--- config.mk ---
export PLATFORM = sky130hd
export DESIGN_NAME = wdwt_top
export DESIGN_NICKNAME = d
export VERILOG_FILES = /design/src/hdl/wdwt_pkg.sv /design/src/hdl/wdwt_sync.sv /design/src/hdl/wdwt_top.sv
export VERILOG_INCLUDE_DIRS = /design/src /design/src/hdl
export SDC_FILE = /design/constraint.sdc
export NUM_CORES = 1
export LEC_CHECK = 0
export ABC_AREA = 1
export BUFFER_PORTS_ARGS = -buffer_cell sky130_fd_sc_hd__clkbuf_2
export CAP_MARGIN = 5
export CORE_MARGIN = 3
export CORE_UTILIZATION = 40
export DETAILED_ROUTE_END_ITERATION = 8
export GPL_ROUTABILITY_DRIVEN = 0
export PLACE_DENSITY = 0.71
export RECOVER_POWER = 100
export SYNTH_ARGS = -nofsm -noshare
export SYNTH_HDL_FRONTEND = slang
export SYNTH_HIERARCHICAL = 1
export SYNTH_SLANG_ARGS = --single-unit
--- constraint.sdc ---
create_clock -name mclk -period 2.4 [get_ports mclk]
set_input_delay 0.12 -clock mclk [delete_from_list [all_inputs] [get_ports mclk]]
set_output_delay 0.12 -clock mclk [all_outputs]
set_load 0.01 [all_outputs]
--- src/hdl/wdwt_regs.svh ---
`ifndef WDWT_REGS_SVH
`define WDWT_REGS_SVH
// Restart key that zeroes the count.
`define WDWT_KEY 8'hA5
// Width of the period selector fields.
`define WDWT_SEL_W 4
// Largest valid period code; codes above it are clamped.
`define WDWT_SEL_MAX 4'hB
// Shortest period in counting-clock cycles for code zero.
`define WDWT_BASE_CYC 8
// Counter width, enough for the longest closed plus open period.
`define WDWT_CNT_W 16
`endif

--- src/hdl/wdwt_pkg.sv ---
package wdwt_pkg;
	// Configuration fields applied on the counting side.
	typedef struct packed {
		logic run;
		logic window_mode_on;
		logic [3:0] shut_span_sel;
		logic [3:0] timeout_length_sel;
		logic [3:0] warning_offset_sel;
	} wdwt_cfg_t;
	// Power-on settings from the non-volatile user row.
	typedef struct packed {
		logic run;
		logic permanent_run_lock;
		logic window_mode_on;
		logic [3:0] shut_span_sel;
		logic [3:0] timeout_length_sel;
		logic [3:0] warning_offset_sel;
	} wdwt_nvm_t;
	typedef enum logic [1:0] {
		WDWT_STOP,
		WDWT_CLOSED,
		WDWT_OPEN
	} wdwt_state_t;
endpackage

--- src/hdl/wdwt_sync.sv ---
`timescale 1ns/1ns
// Three-stage synchroniser for a level from the counting-clock domain.
module wdwt_sync (
	input wire logic mclk,
	input wire logic rst_n,
	input wire logic async_in,
	output logic sync_out
);
	logic s1_q;
	logic s2_q;
	logic s3_q;
	// The first stage feeds only the second; output changes when 2 and 3 agree.
	always_ff @(posedge mclk) begin
		if (!rst_n) begin
			s1_q <= 1'b0;
			s2_q <= 1'b0;
			s3_q <= 1'b0;
			sync_out <= 1'b0;
		end else begin
			s1_q <= async_in;
			s2_q <= s1_q;
			s3_q <= s2_q;
			if (s2_q == s3_q) begin
				sync_out <= s3_q;
			end
		end
	end
endmodule

--- src/hdl/wdwt_top.sv ---
`timescale 1ns/1ns
`include "wdwt_regs.svh"
// Notes on behaviour
// - Run enable off stops the counter unless the lock is set.
// - Protected writes are dropped while enabled or enabling.
// - Setup and warning control writes during a disable are held and applied afterwards.
// - Power-on loads run, lock, window and period fields from settings.
// - Writing one to run enable starts, zero stops the watchdog.
// - Disable is honoured only while the lock is clear.
// - Normal mode resets the system when the timeout elapses unrestarted.
// - Key 0xA5 to restart zeroes the count and starts a new period.
// - Any other restart value causes an immediate system reset.
// - Timeout selector picks one of twelve periods.
// - Warning enable defaults clear; set and clear by separate one-writes.
// - Normal mode raises the warning at the offset-selected moment.
// - Window mode: restart during closed window causes reset.
// - Closed span then open span; total timeout is their sum.
// - Window mode warning fires when the open window begins.
// - Lock set keeps the watchdog running regardless of run enable.
// - Lock clears only on power-on reset.
// - Lock set makes setup and warning control read-only.
// - Window mode bit stays writable while locked.
// - Interrupt enable set and clear stay writable while locked.
// - Interrupt request equals flag and enable until cleared or reset.
// - Control writes and correct-key restart writes raise sync_pending until crossed.
// - Warning offset counts cycles from period start; reset can win.
module wdwt_top #(
	parameter int BASE_CYC = `WDWT_BASE_CYC,
	parameter int CNT_W = `WDWT_CNT_W
) (
	input wire logic mclk,
	input wire logic rst_n,
	input wire logic count_tick,
	input wire wdwt_pkg::wdwt_nvm_t nvm_settings,
	input wire logic ctrl_wr,
	input wire logic ctrl_run_wdata,
	input wire logic ctrl_lock_wdata,
	input wire logic ctrl_window_wdata,
	input wire logic setup_wr,
	input wire logic [3:0] shut_span_wdata,
	input wire logic [3:0] timeout_length_wdata,
	input wire logic warn_ctrl_wr,
	input wire logic [3:0] warning_offset_wdata,
	input wire logic restart_wr,
	input wire logic [7:0] restart_wdata,
	input wire logic irq_enable_set_wr,
	input wire logic irq_enable_clear_wr,
	input wire logic irq_flag_clear_wr,
	output logic bus_stall,
	output wdwt_pkg::wdwt_cfg_t cfg_rdata,
	output logic run_rdata,
	output logic permanent_run_lock,
	output logic early_warning_en,
	output logic early_warning_flag,
	output logic sync_pending,
	output logic irq,
	output logic system_reset
);
	import wdwt_pkg::*;

	// Elaboration check: the period table must fit the counter.
	if (CNT_W < 16 || CNT_W > 30 || BASE_CYC < 1) begin : g_bad_param
		$error("wdwt_top: counter width or base count not supported");
	end

	// Bus-side registers; only run, lock and restart reach the counter through a handshake, the rest directly.
	logic run_q;
	logic lock_q;
	logic win_q;
	logic [3:0] shut_q;
	logic [3:0] tlen_q;
	logic [3:0] woff_q;
	logic ew_en_q;
	logic ew_flag_q;
	logic sync_req_q;
	logic rst_out_q;
	logic held_setup_q;
	logic [3:0] held_shut_q;
	logic [3:0] held_tlen_q;
	logic held_warn_q;
	logic [3:0] held_woff_q;
	logic restart_pend_q;
	logic restart_flag_q;
	// Counting-side state.
	wdwt_state_t state_q;
	logic [CNT_W-1:0] cnt_q;
	logic ack_q;
	logic active_q;
	logic ew_evt_q;
	logic tick_q;
	logic tick_sync;
	logic ack_sync;
	logic ack_seen_q;
	logic ew_evt_sync;
	logic ew_evt_seen_q;
	logic por_q;

	// The tick comes from a slow, unrelated oscillator, so it is resynchronised.
	wdwt_sync u_tick (
		.mclk(mclk),
		.rst_n(rst_n),
		.async_in(count_tick),
		.sync_out(tick_sync)
	);

	// Counting-side state is produced here, on the tick edge, then fed back.
	wire tick_rise = tick_sync && !tick_q;
	wire active_run = run_q || lock_q;
	wire enabling = active_run || active_q;
	wire disabling = !active_run && active_q;
	wire sync_done = ack_q != ack_seen_q;
	wire ew_pulse = ew_evt_q != ew_evt_seen_q;

	function automatic logic [CNT_W-1:0] period_cyc(input logic [3:0] sel);
		logic [3:0] s;
		s = (sel > `WDWT_SEL_MAX) ? `WDWT_SEL_MAX : sel;
		period_cyc = CNT_W'(BASE_CYC) << s;
	endfunction

	wire [CNT_W-1:0] open_timeout = period_cyc(tlen_q);
	wire [CNT_W-1:0] closed_timeout = period_cyc(shut_q);
	wire [CNT_W-1:0] warn_cyc = period_cyc(woff_q);

	wire prot_ok = !enabling && !lock_q;
	wire prot_hold = disabling && !lock_q;
	wire bad_key = restart_wr && restart_wdata != `WDWT_KEY;
	wire early_restart = restart_flag_q && state_q == WDWT_CLOSED;
	wire good_restart = restart_flag_q && state_q != WDWT_CLOSED;
	assign bus_stall = sync_pending && (ctrl_wr || restart_wr);
	wire ctrl_take = ctrl_wr && !sync_pending;
	wire restart_take = restart_wr && !sync_pending;

	// Early warning match differs between the two modes.
	// normal mode warning point
	wire ew_normal = !win_q && state_q == WDWT_OPEN &&
		cnt_q + 1'b1 == warn_cyc && warn_cyc < open_timeout;
	wire ew_window = win_q && state_q == WDWT_CLOSED &&
		cnt_q + 1'b1 == closed_timeout;
	wire expire = state_q == WDWT_OPEN && cnt_q + 1'b1 >= open_timeout;

	// Power-on detect: first clocked cycle after release loads the settings.
	always_ff @(posedge mclk) begin
		if (!rst_n) begin
			por_q <= 1'b1;
		end else begin
			por_q <= 1'b0;
		end
	end

	// Control register: run and lock, window bit.
	always_ff @(posedge mclk) begin
		if (!rst_n) begin
			run_q <= 1'b0;
			lock_q <= 1'b0;
			win_q <= 1'b0;
		end else if (por_q) begin
			run_q <= nvm_settings.run;
			lock_q <= nvm_settings.permanent_run_lock;
			win_q <= nvm_settings.window_mode_on;
		end else if (ctrl_take) begin
			if (!lock_q) begin
				run_q <= ctrl_run_wdata;
			end
			if (ctrl_lock_wdata && !enabling) begin
				lock_q <= 1'b1;
			end
			if (!enabling || lock_q) begin
				win_q <= ctrl_window_wdata;
			end
		end
	end

	// Setup and warning control, with held writes during a disable.
	always_ff @(posedge mclk) begin
		if (!rst_n) begin
			shut_q <= 4'h0;
			tlen_q <= 4'h0;
			woff_q <= 4'h0;
			held_setup_q <= 1'b0;
			held_warn_q <= 1'b0;
			held_shut_q <= 4'h0;
			held_tlen_q <= 4'h0;
			held_woff_q <= 4'h0;
		end else if (por_q) begin
			shut_q <= nvm_settings.shut_span_sel;
			tlen_q <= nvm_settings.timeout_length_sel;
			woff_q <= nvm_settings.warning_offset_sel;
		end else begin
			if (setup_wr && prot_ok) begin
				shut_q <= shut_span_wdata;
				tlen_q <= timeout_length_wdata;
			end else if (setup_wr && prot_hold) begin
				held_setup_q <= 1'b1;
				held_shut_q <= shut_span_wdata;
				held_tlen_q <= timeout_length_wdata;
			end else if (held_setup_q && !enabling) begin
				shut_q <= held_shut_q;
				tlen_q <= held_tlen_q;
				held_setup_q <= 1'b0;
			end
			if (warn_ctrl_wr && prot_ok) begin
				woff_q <= warning_offset_wdata;
			end else if (warn_ctrl_wr && prot_hold) begin
				held_warn_q <= 1'b1;
				held_woff_q <= warning_offset_wdata;
			end else if (held_warn_q && !enabling) begin
				woff_q <= held_woff_q;
				held_warn_q <= 1'b0;
			end
		end
	end

	// Interrupt enable, flag and synchronisation busy; sets win over clears.
	always_ff @(posedge mclk) begin
		if (!rst_n) begin
			ew_en_q <= 1'b0;
			ew_flag_q <= 1'b0;
			ew_evt_seen_q <= 1'b0;
			sync_req_q <= 1'b0;
			ack_seen_q <= 1'b0;
			restart_pend_q <= 1'b0;
		end else begin
			if (irq_enable_set_wr) begin
				ew_en_q <= 1'b1;
			end else if (irq_enable_clear_wr) begin
				ew_en_q <= 1'b0;
			end
			ew_evt_seen_q <= ew_evt_q;
			if (ew_pulse) begin
				ew_flag_q <= 1'b1;
			end else if (irq_flag_clear_wr) begin
				ew_flag_q <= 1'b0;
			end
			ack_seen_q <= ack_q;
			// power-on load crossing
			// A loaded run enable reaches the counter only through a crossing.
			if (por_q || ctrl_take || (restart_take && !bad_key)) begin
				sync_req_q <= 1'b1;
				restart_pend_q <= restart_take;
			end else if (sync_done) begin
				sync_req_q <= 1'b0;
				restart_pend_q <= 1'b0;
			end
		end
	end

	// Counter: a request is acknowledged one counting tick later.
	always_ff @(posedge mclk) begin
		if (!rst_n) begin
			tick_q <= 1'b0;
			state_q <= WDWT_STOP;
			cnt_q <= '0;
			ack_q <= 1'b0;
			active_q <= 1'b0;
			ew_evt_q <= 1'b0;
			restart_flag_q <= 1'b0;
			rst_out_q <= 1'b0;
		end else begin
			tick_q <= tick_sync;
			restart_flag_q <= 1'b0;
			// A stopped counter may still sit in the open state for one tick.
			if (bad_key || early_restart || (tick_rise && expire &&
					active_q)) begin
				rst_out_q <= 1'b1;
			end
			if (tick_rise) begin
				if (sync_req_q && !sync_done) begin
					ack_q <= !ack_q;
					active_q <= active_run;
					restart_flag_q <= restart_pend_q;
				end
				if (ew_normal || ew_window) begin
					ew_evt_q <= !ew_evt_q;
				end
				unique case (state_q)
					WDWT_STOP: begin
						cnt_q <= '0;
						if (active_q) begin
							state_q <= win_q ? WDWT_CLOSED : WDWT_OPEN;
						end
					end
					WDWT_CLOSED: begin
						cnt_q <= cnt_q + 1'b1;
						if (cnt_q + 1'b1 >= closed_timeout) begin
							state_q <= WDWT_OPEN;
							cnt_q <= '0;
						end
					end
					WDWT_OPEN: begin
						cnt_q <= cnt_q + 1'b1;
					end
				endcase
				if (!active_q) begin
					state_q <= WDWT_STOP;
				end
			end
			if (good_restart) begin
				cnt_q <= '0;
				state_q <= win_q ? WDWT_CLOSED : WDWT_OPEN;
			end
		end
	end

	assign irq = ew_flag_q && ew_en_q;
	assign sync_pending = sync_req_q;
	assign system_reset = rst_out_q;
	assign run_rdata = run_q;
	assign permanent_run_lock = lock_q;
	assign early_warning_en = ew_en_q;
	assign early_warning_flag = ew_flag_q;
	assign cfg_rdata = '{run: active_q, window_mode_on: win_q,
		shut_span_sel: shut_q, timeout_length_sel: tlen_q,
		warning_offset_sel: woff_q};
endmodule

==> summary.txt, run 1 <==
Setup path
  – Register-to-Register Path Depth: 15
  – Worst setup path category: register to register
  – Maximum fanout count along the critical path: 8
  – Type of element launching the critical path: register
  – Reg-to-reg setup timing slack: -0.29 ns
  – Worst EP arrival: ~2.9 ns
  – FF-to-FF Start: cnt_q[5]
  – Crit Reg-Reg Endpoint: cnt_q[11]
  – Required time at the worst-slack endpoint: approximately 2.7 ns
  – Endpoint kind of the worst setup timing path: register

Yosys
  – Adder-cell share of the synthesized area: 10.6%
  – Number of distinct library cells after synthesis: 39
  – Largest family of logic cells by synthesized area: simple AND/OR/NAND/NOR gates
  – Mapped Cells: about 740
  – FFs w/ async S/R, synth: 0%
  – Cell types occupying the most area after synthesis: sky130_fd_sc_hd__dfxtp_1 27%, sky130_fd_sc_hd__nand2_1 13%, sky130_fd_sc_hd__ha_1 11%
  – Xor and xnor area share after synthesis: less than 1%
  – Multiplexer area fraction after synthesis: 0%
  – Compound-gate portion of the synthesized area: between 15 and 20%
  – Count of flip-flops with a built-in enable after synthesis: 0
  – Yosys warning count: 6
  – Post-Synthesis Mean Instance Area: about 6.4 sq um
  – Top cell type by total area after synthesis: sky130_fd_sc_hd__dfxtp_1
  – Sequential fraction of the synthesis area: between 20 and 30%
  – Post-synth design cell area: ~4700 sq um
  – Synth Flop Type: sky130_fd_sc_hd__dfxtp_1
  – Top cell type's share of synthesized area: a little over a quarter
  – Yosys reg bits: 64
  – Simple logic cell fraction of the synthesized area: between 30% and 40%

Outcome
  – Violated checks: setup timing
  – Outcome: complete, but fails checks

Global route
  – GRT Resource Usage Total: between 20 and 25%
  – Busiest metal layer after global routing: met2
  – Met2 capacity usage during global routing: approximately 38%
  – Via count of the first global-routing pass: around 5,200
  – Pin count of the biggest net entering global routing: 29
  – Wire length of the first global-routing pass: between 20 and 25 mm
  – Met3 Use GR: under 10%
  – Total global routing overflow: 0
  – GRT met1 Usage: between 20 and 30%
  – Antenna violations before repair: 0

Timing
  – Final hold violations: 0
  – RSZ-0062 raised after global routing: yes
  – Minimum clock period after layout: roughly 2.7 ns
  – Rel. slew slack: between 40% and 50%
  – Setup WS post-layout: -0.293 ns
  – Post-route clock skew: around 0.0059 ns
  – Tcrit/Tclk final: 112%
  – Transition at the pin with the smallest max-transition slack: approximately 0.86 ns
  – Final setup vio count: 20
  – Max-slew violation count: 0
  – Highest achievable clock rate: about 370 MHz

Clocking
  – Later-pin clock latency in the skew report: about 0.34 ns
  – Clk buf depth: 2
  – Clk Tree Root Cell: sky130_fd_sc_hd__clkbuf_16
  – # H-tree levels: 3
  – TritonCTS clock tree: built
  – Num Clock Sinks: 64
  – Number of CTS-inserted buffers: 9
  – Clock-pin slew reported for the worst setup and hold paths after clock tree synthesis: around 0.060 ns

Place
  – Count of input and output buffers: just under 70
  – Pre-CTS WS: -0.184 ns
  – Post-placement cell area: ~6000 sq um
  – Half-perimeter wire length of the detailed placement result: 11.0 mm

Min path
  – Classification of the worst-slack hold path: primary input to register
  – Terminating pin of the worst hold path: early_warning_en
  – Worst hold stages: 3
  – Launch point of the worst hold path: irq_enable_set_wr

Power and ir drop
  – Sequential Power Share: between 30 and 40%
  – Max rail drop VDD: around 0.0004 V
  – P_leak: between 3 and 4 nW
  – NetSw: approximately 0.91 mW
  – Gate power share: 22.2%
  – Pwr Density: around 430 nW/um^2
  – Internal power: ~2.1 mW
  – Overall power: approximately 3.0 mW
  – Portion of total power attributed to the clock network: approximately two fifths
  – Switching portion of total power: between 30 and 40%

Job
  – Max_cap viols: 0

Floorplanning
  – Number of top-level pins: 70
  – Initial standard-cell utilization of the core: approximately two fifths
  – Placement row count: 39
  – Chip width: between 100 and 150 um
  – Placeable core region: about 11,000 sq um
  – Full die area: approximately 13,000 sq um
  – Die height: roughly 110 um

Finish
  – Signed area change from the synthesized netlist to the final layout: 46.5%
  – Leading cell type in the layout, fill and taps excluded: sky130_fd_sc_hd__nand2_1
  – Summed area of non-filler cells in the final layout: just under 7000 sq um
  – Top library cells by usage in the layout, fill and taps aside: 146 x sky130_fd_sc_hd__nand2_1, 121 x sky130_fd_sc_hd__buf_4, 97 x sky130_fd_sc_hd__inv_1
  – Share of post-route cells with drive strength above 1: approximately a third
  – Ant. Diodes: 0
  – Number of inserted filler cells in the final layout: around 1,000
  – Count of nets after finishing: 1,027

Route
  – Total Routed Length: ~15 mm
  – Per-cell via count in the routed design: about 5.1
  – Iteration-0 DRC count of the detailed router: around 340
  – Detailed-route DRC error count: 0
  – Drt wl/cell: roughly 14 um
  – Count of nets left with antenna violations after detail routing: 0
  – Drt pass-1 iters: 5
  – Via count of the routed design: between 5,000 and 6,000
[per-stage QoR]
stage / TNS [ns] / util (%) / hold WS, ns / std cells
floorplan: 0 / - / 0.213 / 743
global placement: -2.08 / 52.6 / 0.301 / 1049
detailed placement: -2.70 / 52.6 / 0.313 / 1049
CTS: -0.659 / 58.6 / 0.0164 / 1080
global route: -9.15 / 60.3 / 0.0393 / 1087
finish: -4.61 / 60.3 / 0.0109 / 1087
[synth_stat cells (4+ instances only)]
library cell and n:
sky130_fd_sc_hd__a31oi_1 11, sky130_fd_sc_hd__nand3b_1 6, sky130_fd_sc_hd__nor2_1 96, sky130_fd_sc_hd__ha_1 40, sky130_fd_sc_hd__nand3_1 56, sky130_fd_sc_hd__o21ai_0 49, sky130_fd_sc_hd__o21bai_1 4, sky130_fd_sc_hd__nand2_2 7
sky130_fd_sc_hd__nand4_1 12, sky130_fd_sc_hd__inv_1 102, sky130_fd_sc_hd__a21oi_1 49, sky130_fd_sc_hd__clkbuf_1 10, sky130_fd_sc_hd__nand2_1 169, sky130_fd_sc_hd__a21oi_2 8, sky130_fd_sc_hd__xor2_1 5, sky130_fd_sc_hd__nand3_2 9
sky130_fd_sc_hd__buf_2 4, sky130_fd_sc_hd__dfxtp_1 64, sky130_fd_sc_hd__nor3_1 9
[cell type report]
| class | instances | area (sq um) | area share [%] |
|---|---|---|---|
| Multi-Input combinational cell | 557 | 3420 | 49.4 |
| Sequential cell | 64 | 1310 | 18.9 |
| Clock buffer | 9 | 225 | 3.26 |
| Tap cell | 143 | 179 | 2.59 |
| Clock inverter | 7 | 47.5 | 0.687 |
| Timing Repair Buffer | 202 | 1340 | 19.4 |
| Inverter | 105 | 398 | 5.75 |
[metal layers]
layer / up-vias / share of wire [%]
li1: 2822 / -
met5: - / 0
met4: 0 / 4.2
met2: 210 / 47
met3: 46 / 6.5
met1: 2422 / 42
[power groups by stage]
stage / registers [mW] / logic [mW] / clock network [mW]
floorplan: 1.15 / 0.330 / 0
CTS: 1.12 / 0.645 / 1.21
global route: 1.12 / 0.749 / 1.27
global placement: 1.14 / 0.598 / 0
detailed placement: 1.14 / 0.604 / 0
finish: 1.12 / 0.662 / 1.21
[cell families after synthesis]
group	count (synthesis)
adder cells (fa/ha/maj)	40
AO/OA/AOI/OAI	132
XOR/XNOR	5
buffers and inverters	123
other	2
AND/OR/NAND/NOR	375
flip-flops	64
[registers in the layout, indices dropped and copies added, names as in the netlist, 2 cells and up]
register / cells
cnt_q: 16
held_shut_q: 4
held_tlen_q: 4
held_woff_q: 4
shut_q: 4
tlen_q: 4
woff_q: 4
state_q: 2
[worst max-delay path: stages, from the launching register on]
cell	delay (ns)
sky130_fd_sc_hd__dfxtp_1	0.39
sky130_fd_sc_hd__nand2_2	0.11
sky130_fd_sc_hd__nor2_4	0.10
sky130_fd_sc_hd__buf_4	0.13
sky130_fd_sc_hd__nand3b_1	0.15
sky130_fd_sc_hd__nand2_2	0.17
sky130_fd_sc_hd__ha_4	0.22
sky130_fd_sc_hd__nand4_1	0.13
sky130_fd_sc_hd__nor2_1	0.09
sky130_fd_sc_hd__nor4_2	0.34
sky130_fd_sc_hd__nor2_1	0.09
sky130_fd_sc_hd__nor2_2	0.18
sky130_fd_sc_hd__nand2_4	0.13
sky130_fd_sc_hd__nand2_8	0.15
sky130_fd_sc_hd__nand3_4	0.08
sky130_fd_sc_hd__a21oi_2	0.14
[worst max path at each step]
stage               startpoint         to
floorplan             cnt_q[2]  cnt_q[15]
global placement      cnt_q[2]  cnt_q[10]
detailed placement    cnt_q[2]  cnt_q[11]
CTS                   cnt_q[0]  cnt_q[11]
global route          cnt_q[5]  cnt_q[13]
finish                cnt_q[5]  cnt_q[11]
[timing repair]
item,in CTS,in global routing
pin swaps,49,34
resized for setup,72,44
buffers inserted,13,7
hold buffers,1,0
cloned,1,0
hold endpoints to repair,1,0
setup endpoints to repair,20,20
(Power assumes the default switching activity.)
==> run 2, diff against run 1 <==
--- a/config.mk
+++ b/config.mk
@@ -12,8 +12,7 @@
 export CORE_MARGIN = 3
 export CORE_UTILIZATION = 40
 export DETAILED_ROUTE_END_ITERATION = 8
-export GPL_ROUTABILITY_DRIVEN = 0
-export PLACE_DENSITY = 0.71
+export PLACE_DENSITY = 0.68
 export RECOVER_POWER = 100
 export SYNTH_ARGS = -nofsm -noshare
 export SYNTH_HDL_FRONTEND = slang
==> constraint.sdc (replaced) <==
create_clock -name mclk -period 2.8 [get_ports mclk]
set_input_delay 0.14 -clock mclk [delete_from_list [all_inputs] [get_ports mclk]]
set_output_delay 0.14 -clock mclk [all_outputs]
set_load 0.05 [all_outputs]
==> run 2 against run 1 <==
The run now ends clean; critical path type unchanged; critical path depth stayed put; die area stayed put; hold slack got worse by 0.0013 ns; largest power group unchanged; non-clock buffer count shrank 110; routed wire length is 14% lower; cell count fell by 10%; via count down 9.9%; maximum frequency rose by 2.9%; first-iteration DRC count down 19%.
==> summary.txt, run 2 (synthesis gave the netlist of run 1 again) <==
Min path
  – Classification of the worst-slack hold path: primary input to register
  – Launch point of the worst hold path: irq_enable_set_wr

Job
  – Max_cap viols: 0

Timing
  – Highest achievable clock rate: 382 MHz
  – Transition at the pin with the smallest max-transition slack: 0.749 ns
  – Tcrit/Tclk final: roughly 93%
  – RSZ-0062 raised after global routing: yes
  – Final setup vio count: 0
  – Minimum clock period after layout: about 2.6 ns
  – Post-route clock skew: ~0.0089 ns
  – Max-slew violation count: 0
  – Rel. slew slack: between 50% and 60%
  – Final hold violations: 0

Clocking
  – # H-tree levels: 3
  – Num Clock Sinks: 64
  – Clk buf depth: 2
  – Post-CTS setup buffer count: 0
  – Number of CTS-inserted buffers: 9
  – Later-pin clock latency in the skew report: around 0.34 ns
  – Clk Tree Root Cell: sky130_fd_sc_hd__clkbuf_16
  – TritonCTS clock tree: built
  – Clock-pin slew reported for the worst setup and hold paths after clock tree synthesis: 0.06 ns

Finish
  – Top library cells by usage in the layout, fill and taps aside: 168 x sky130_fd_sc_hd__nand2_1, 101 x sky130_fd_sc_hd__inv_1, 91 x sky130_fd_sc_hd__nor2_1
  – Register name with the most flops: cnt_q
  – Leading cell type in the layout, fill and taps excluded: sky130_fd_sc_hd__nand2_1
  – Count of nets after finishing: slightly above 900
  – Share of post-route cells with drive strength above 1: between 15 and 20%
  – Number of flip-flops in the largest register: 16
  – Summed area of non-filler cells in the final layout: between 5000 and 6000 sq um
  – Ant. Diodes: 0
  – Signed area change from the synthesized netlist to the final layout: 20.9%

Setup path
  – Type of element launching the critical path: register
  – Worst setup path category: register to register
  – Cell-by-cell listing of the critical path: nand2_1, nor2_2, nand2_1, nand2_1, nand2_2, ha_1, nand4_1, nor2_1, nor4_1, nor2_1, nor2_2, nand2_4, nand2_4, nand3_2, a21oi_2
  – Maximum fanout count along the critical path: 8
  – Max incr delay on CP: roughly 0.42 ns
  – Slowest stage cell, crit path: sky130_fd_sc_hd__dfxtp_1
  – Worst setup path start: cnt_q[5]
  – Required time at the worst-slack endpoint: around 3.1 ns
  – Most used cell along the critical path: sky130_fd_sc_hd__nand2_1
  – Endpoint kind of the worst setup timing path: register
  – Reg-to-reg setup timing slack: about 0.18 ns
  – Kind of cell adding the most delay to the critical path: simple AND/OR/NAND/NOR gates
  – Capturing instance or port of the critical path: cnt_q[3]
  – Register-to-Register Path Depth: 15
  – Crit Reg-Reg Endpoint: cnt_q[3]
  – Stages on worst setup path: 15
  – Worst EP arrival: approximately 2.9 ns
  – FF-to-FF Start: cnt_q[5]
  – Bufs and invs on worst path: 0

Route
  – Total Routed Length: 13.1 mm
  – Detailed-route DRC error count: 0
  – Drt pass-1 iters: 5
  – Per-cell via count in the routed design: ~5
  – Iteration-0 DRC count of the detailed router: approximately 270
  – Via count of the routed design: roughly 5,000
  – Count of nets left with antenna violations after detail routing: 0
  – Drt wl/cell: around 13 um

Place
  – Count of input and output buffers: 69
  – Routability Congestion: about 0.89
  – Half-perimeter wire length of the detailed placement result: roughly 10 mm
  – Post-placement cell area: between 5000 and 6000 sq um

Global route
  – Antenna violations before repair: 0
  – Via count of the first global-routing pass: approximately 4,400
  – Total global routing overflow: 0
  – Wire length of the first global-routing pass: about 21 mm
  – Pin count of the biggest net entering global routing: 29
  – GRT Resource Usage Total: roughly a fifth

Floorplanning
  – Chip width: approximately 110 um
  – Die height: roughly 110 um
  – Placement row count: 39
  – Placeable core region: 11,500 sq um
  – Full die area: approximately 13,000 sq um
  – Number of top-level pins: 70
  – Initial standard-cell utilization of the core: 41.2%

Power and ir drop
  – Overall power: between 2 and 3 mW
  – P_leak: approximately 2.7 nW
  – Max rail drop VDD: just over 0.0003 V
  – Pwr Density: slightly below 500 nW/um^2

Outcome
  – Outcome: finished clean
-- run 2: changes by cell type in the layout (fill, tap and decap cells not counted), moves of 7 or more --
| cell | delta |
|---|---|
| sky130_fd_sc_hd__dfxtp_1 | +9 |
| sky130_fd_sc_hd__nand3_2 | -7 |
| sky130_fd_sc_hd__ha_1 | +12 |
| sky130_fd_sc_hd__nand2_2 | -16 |
| sky130_fd_sc_hd__nand2_1 | +22 |
| sky130_fd_sc_hd__buf_4 | -102 |
| sky130_fd_sc_hd__nand3_1 | +10 |
| sky130_fd_sc_hd__ha_4 | -12 |
-- run 2: power by group --
| group | internal, mW | total (mW) | leakage, nW | switching, mW |
|---|---|---|---|---|
| Sequential | 0.939 | 0.967 | 0.523 | 0.0283 |
| Clock | 0.880 | 1.33 | 0.171 | 0.451 |
| Combinational | 0.157 | 0.507 | 1.98 | 0.349 |
| Total | 1.98 | 2.80 | 2.68 | 0.828 |
-- run 2: worst register-to-register path: stages, from the launching register on --
cell and delay [ns]:
sky130_fd_sc_hd__dfxtp_1 0.42, sky130_fd_sc_hd__nand2_1 0.13, sky130_fd_sc_hd__nor2_2 0.16, sky130_fd_sc_hd__nand2_1 0.11, sky130_fd_sc_hd__nand2_1 0.10, sky130_fd_sc_hd__nand2_2 0.11
sky130_fd_sc_hd__ha_1 0.33, sky130_fd_sc_hd__nand4_1 0.14, sky130_fd_sc_hd__nor2_1 0.06, sky130_fd_sc_hd__nor4_1 0.26, sky130_fd_sc_hd__nor2_1 0.09, sky130_fd_sc_hd__nor2_2 0.15
sky130_fd_sc_hd__nand2_4 0.11, sky130_fd_sc_hd__nand2_4 0.17, sky130_fd_sc_hd__nand3_2 0.09, sky130_fd_sc_hd__a21oi_2 0.12
-- run 2: stage by stage --
step | worst slack, ns | TNS, ns | util [%] | instances | hold slack (ns)
floorplan | 0.198 | 0 | - | 743 | 0.233
global placement | 0.243 | 0 | 46.4 | 959 | 0.321
detailed placement | 0.184 | 0 | 46.4 | 959 | 0.327
CTS | 0.155 | 0 | 49.6 | 976 | 0.00491
global route | -0.00887 | -0.0228 | 49.8 | 977 | 0.0132
finish | 0.182 | 0 | 49.8 | 977 | 0.00966
-- run 2: layout make-up --
class | instances | area (sq um)
clock buffer | 9 | 225
sequential | 64 | 1280
clock inverter | 7 | 125
tap | 143 | 179
fill | 1194 | 5760
inverter | 105 | 398
timing repair buffer | 92 | 482
multi-input combinational | 557 | 3020
-- run 2: metal layers --
layer,routed length (um),global-route usage [%],vias up
li1,-,-,2598
met2,6010,32.3,138
met1,6000,26.0,2197
met5,0,0,-
met3,819,4.28,24
met4,262,7.52,0
-- run 2: how the worst min path moves through the flow --
stage | cells past startpoint | end
3_3_place_gp | 3 | u_tick/s1_q
4_1_cts | 3 | early_warning_en
2_1_floorplan | 2 | u_tick/s1_q
5_1_grt | 3 | early_warning_en
6_report | 3 | early_warning_en
3_5_place_dp | 3 | u_tick/s1_q
-- run 2: repair_timing --
action | in CTS | in global routing
resized for setup | 0 | 16
hold buffers | 1 | 0
hold endpoints to repair | 1 | 0
endpoints found under the setup margin | 0 | 20
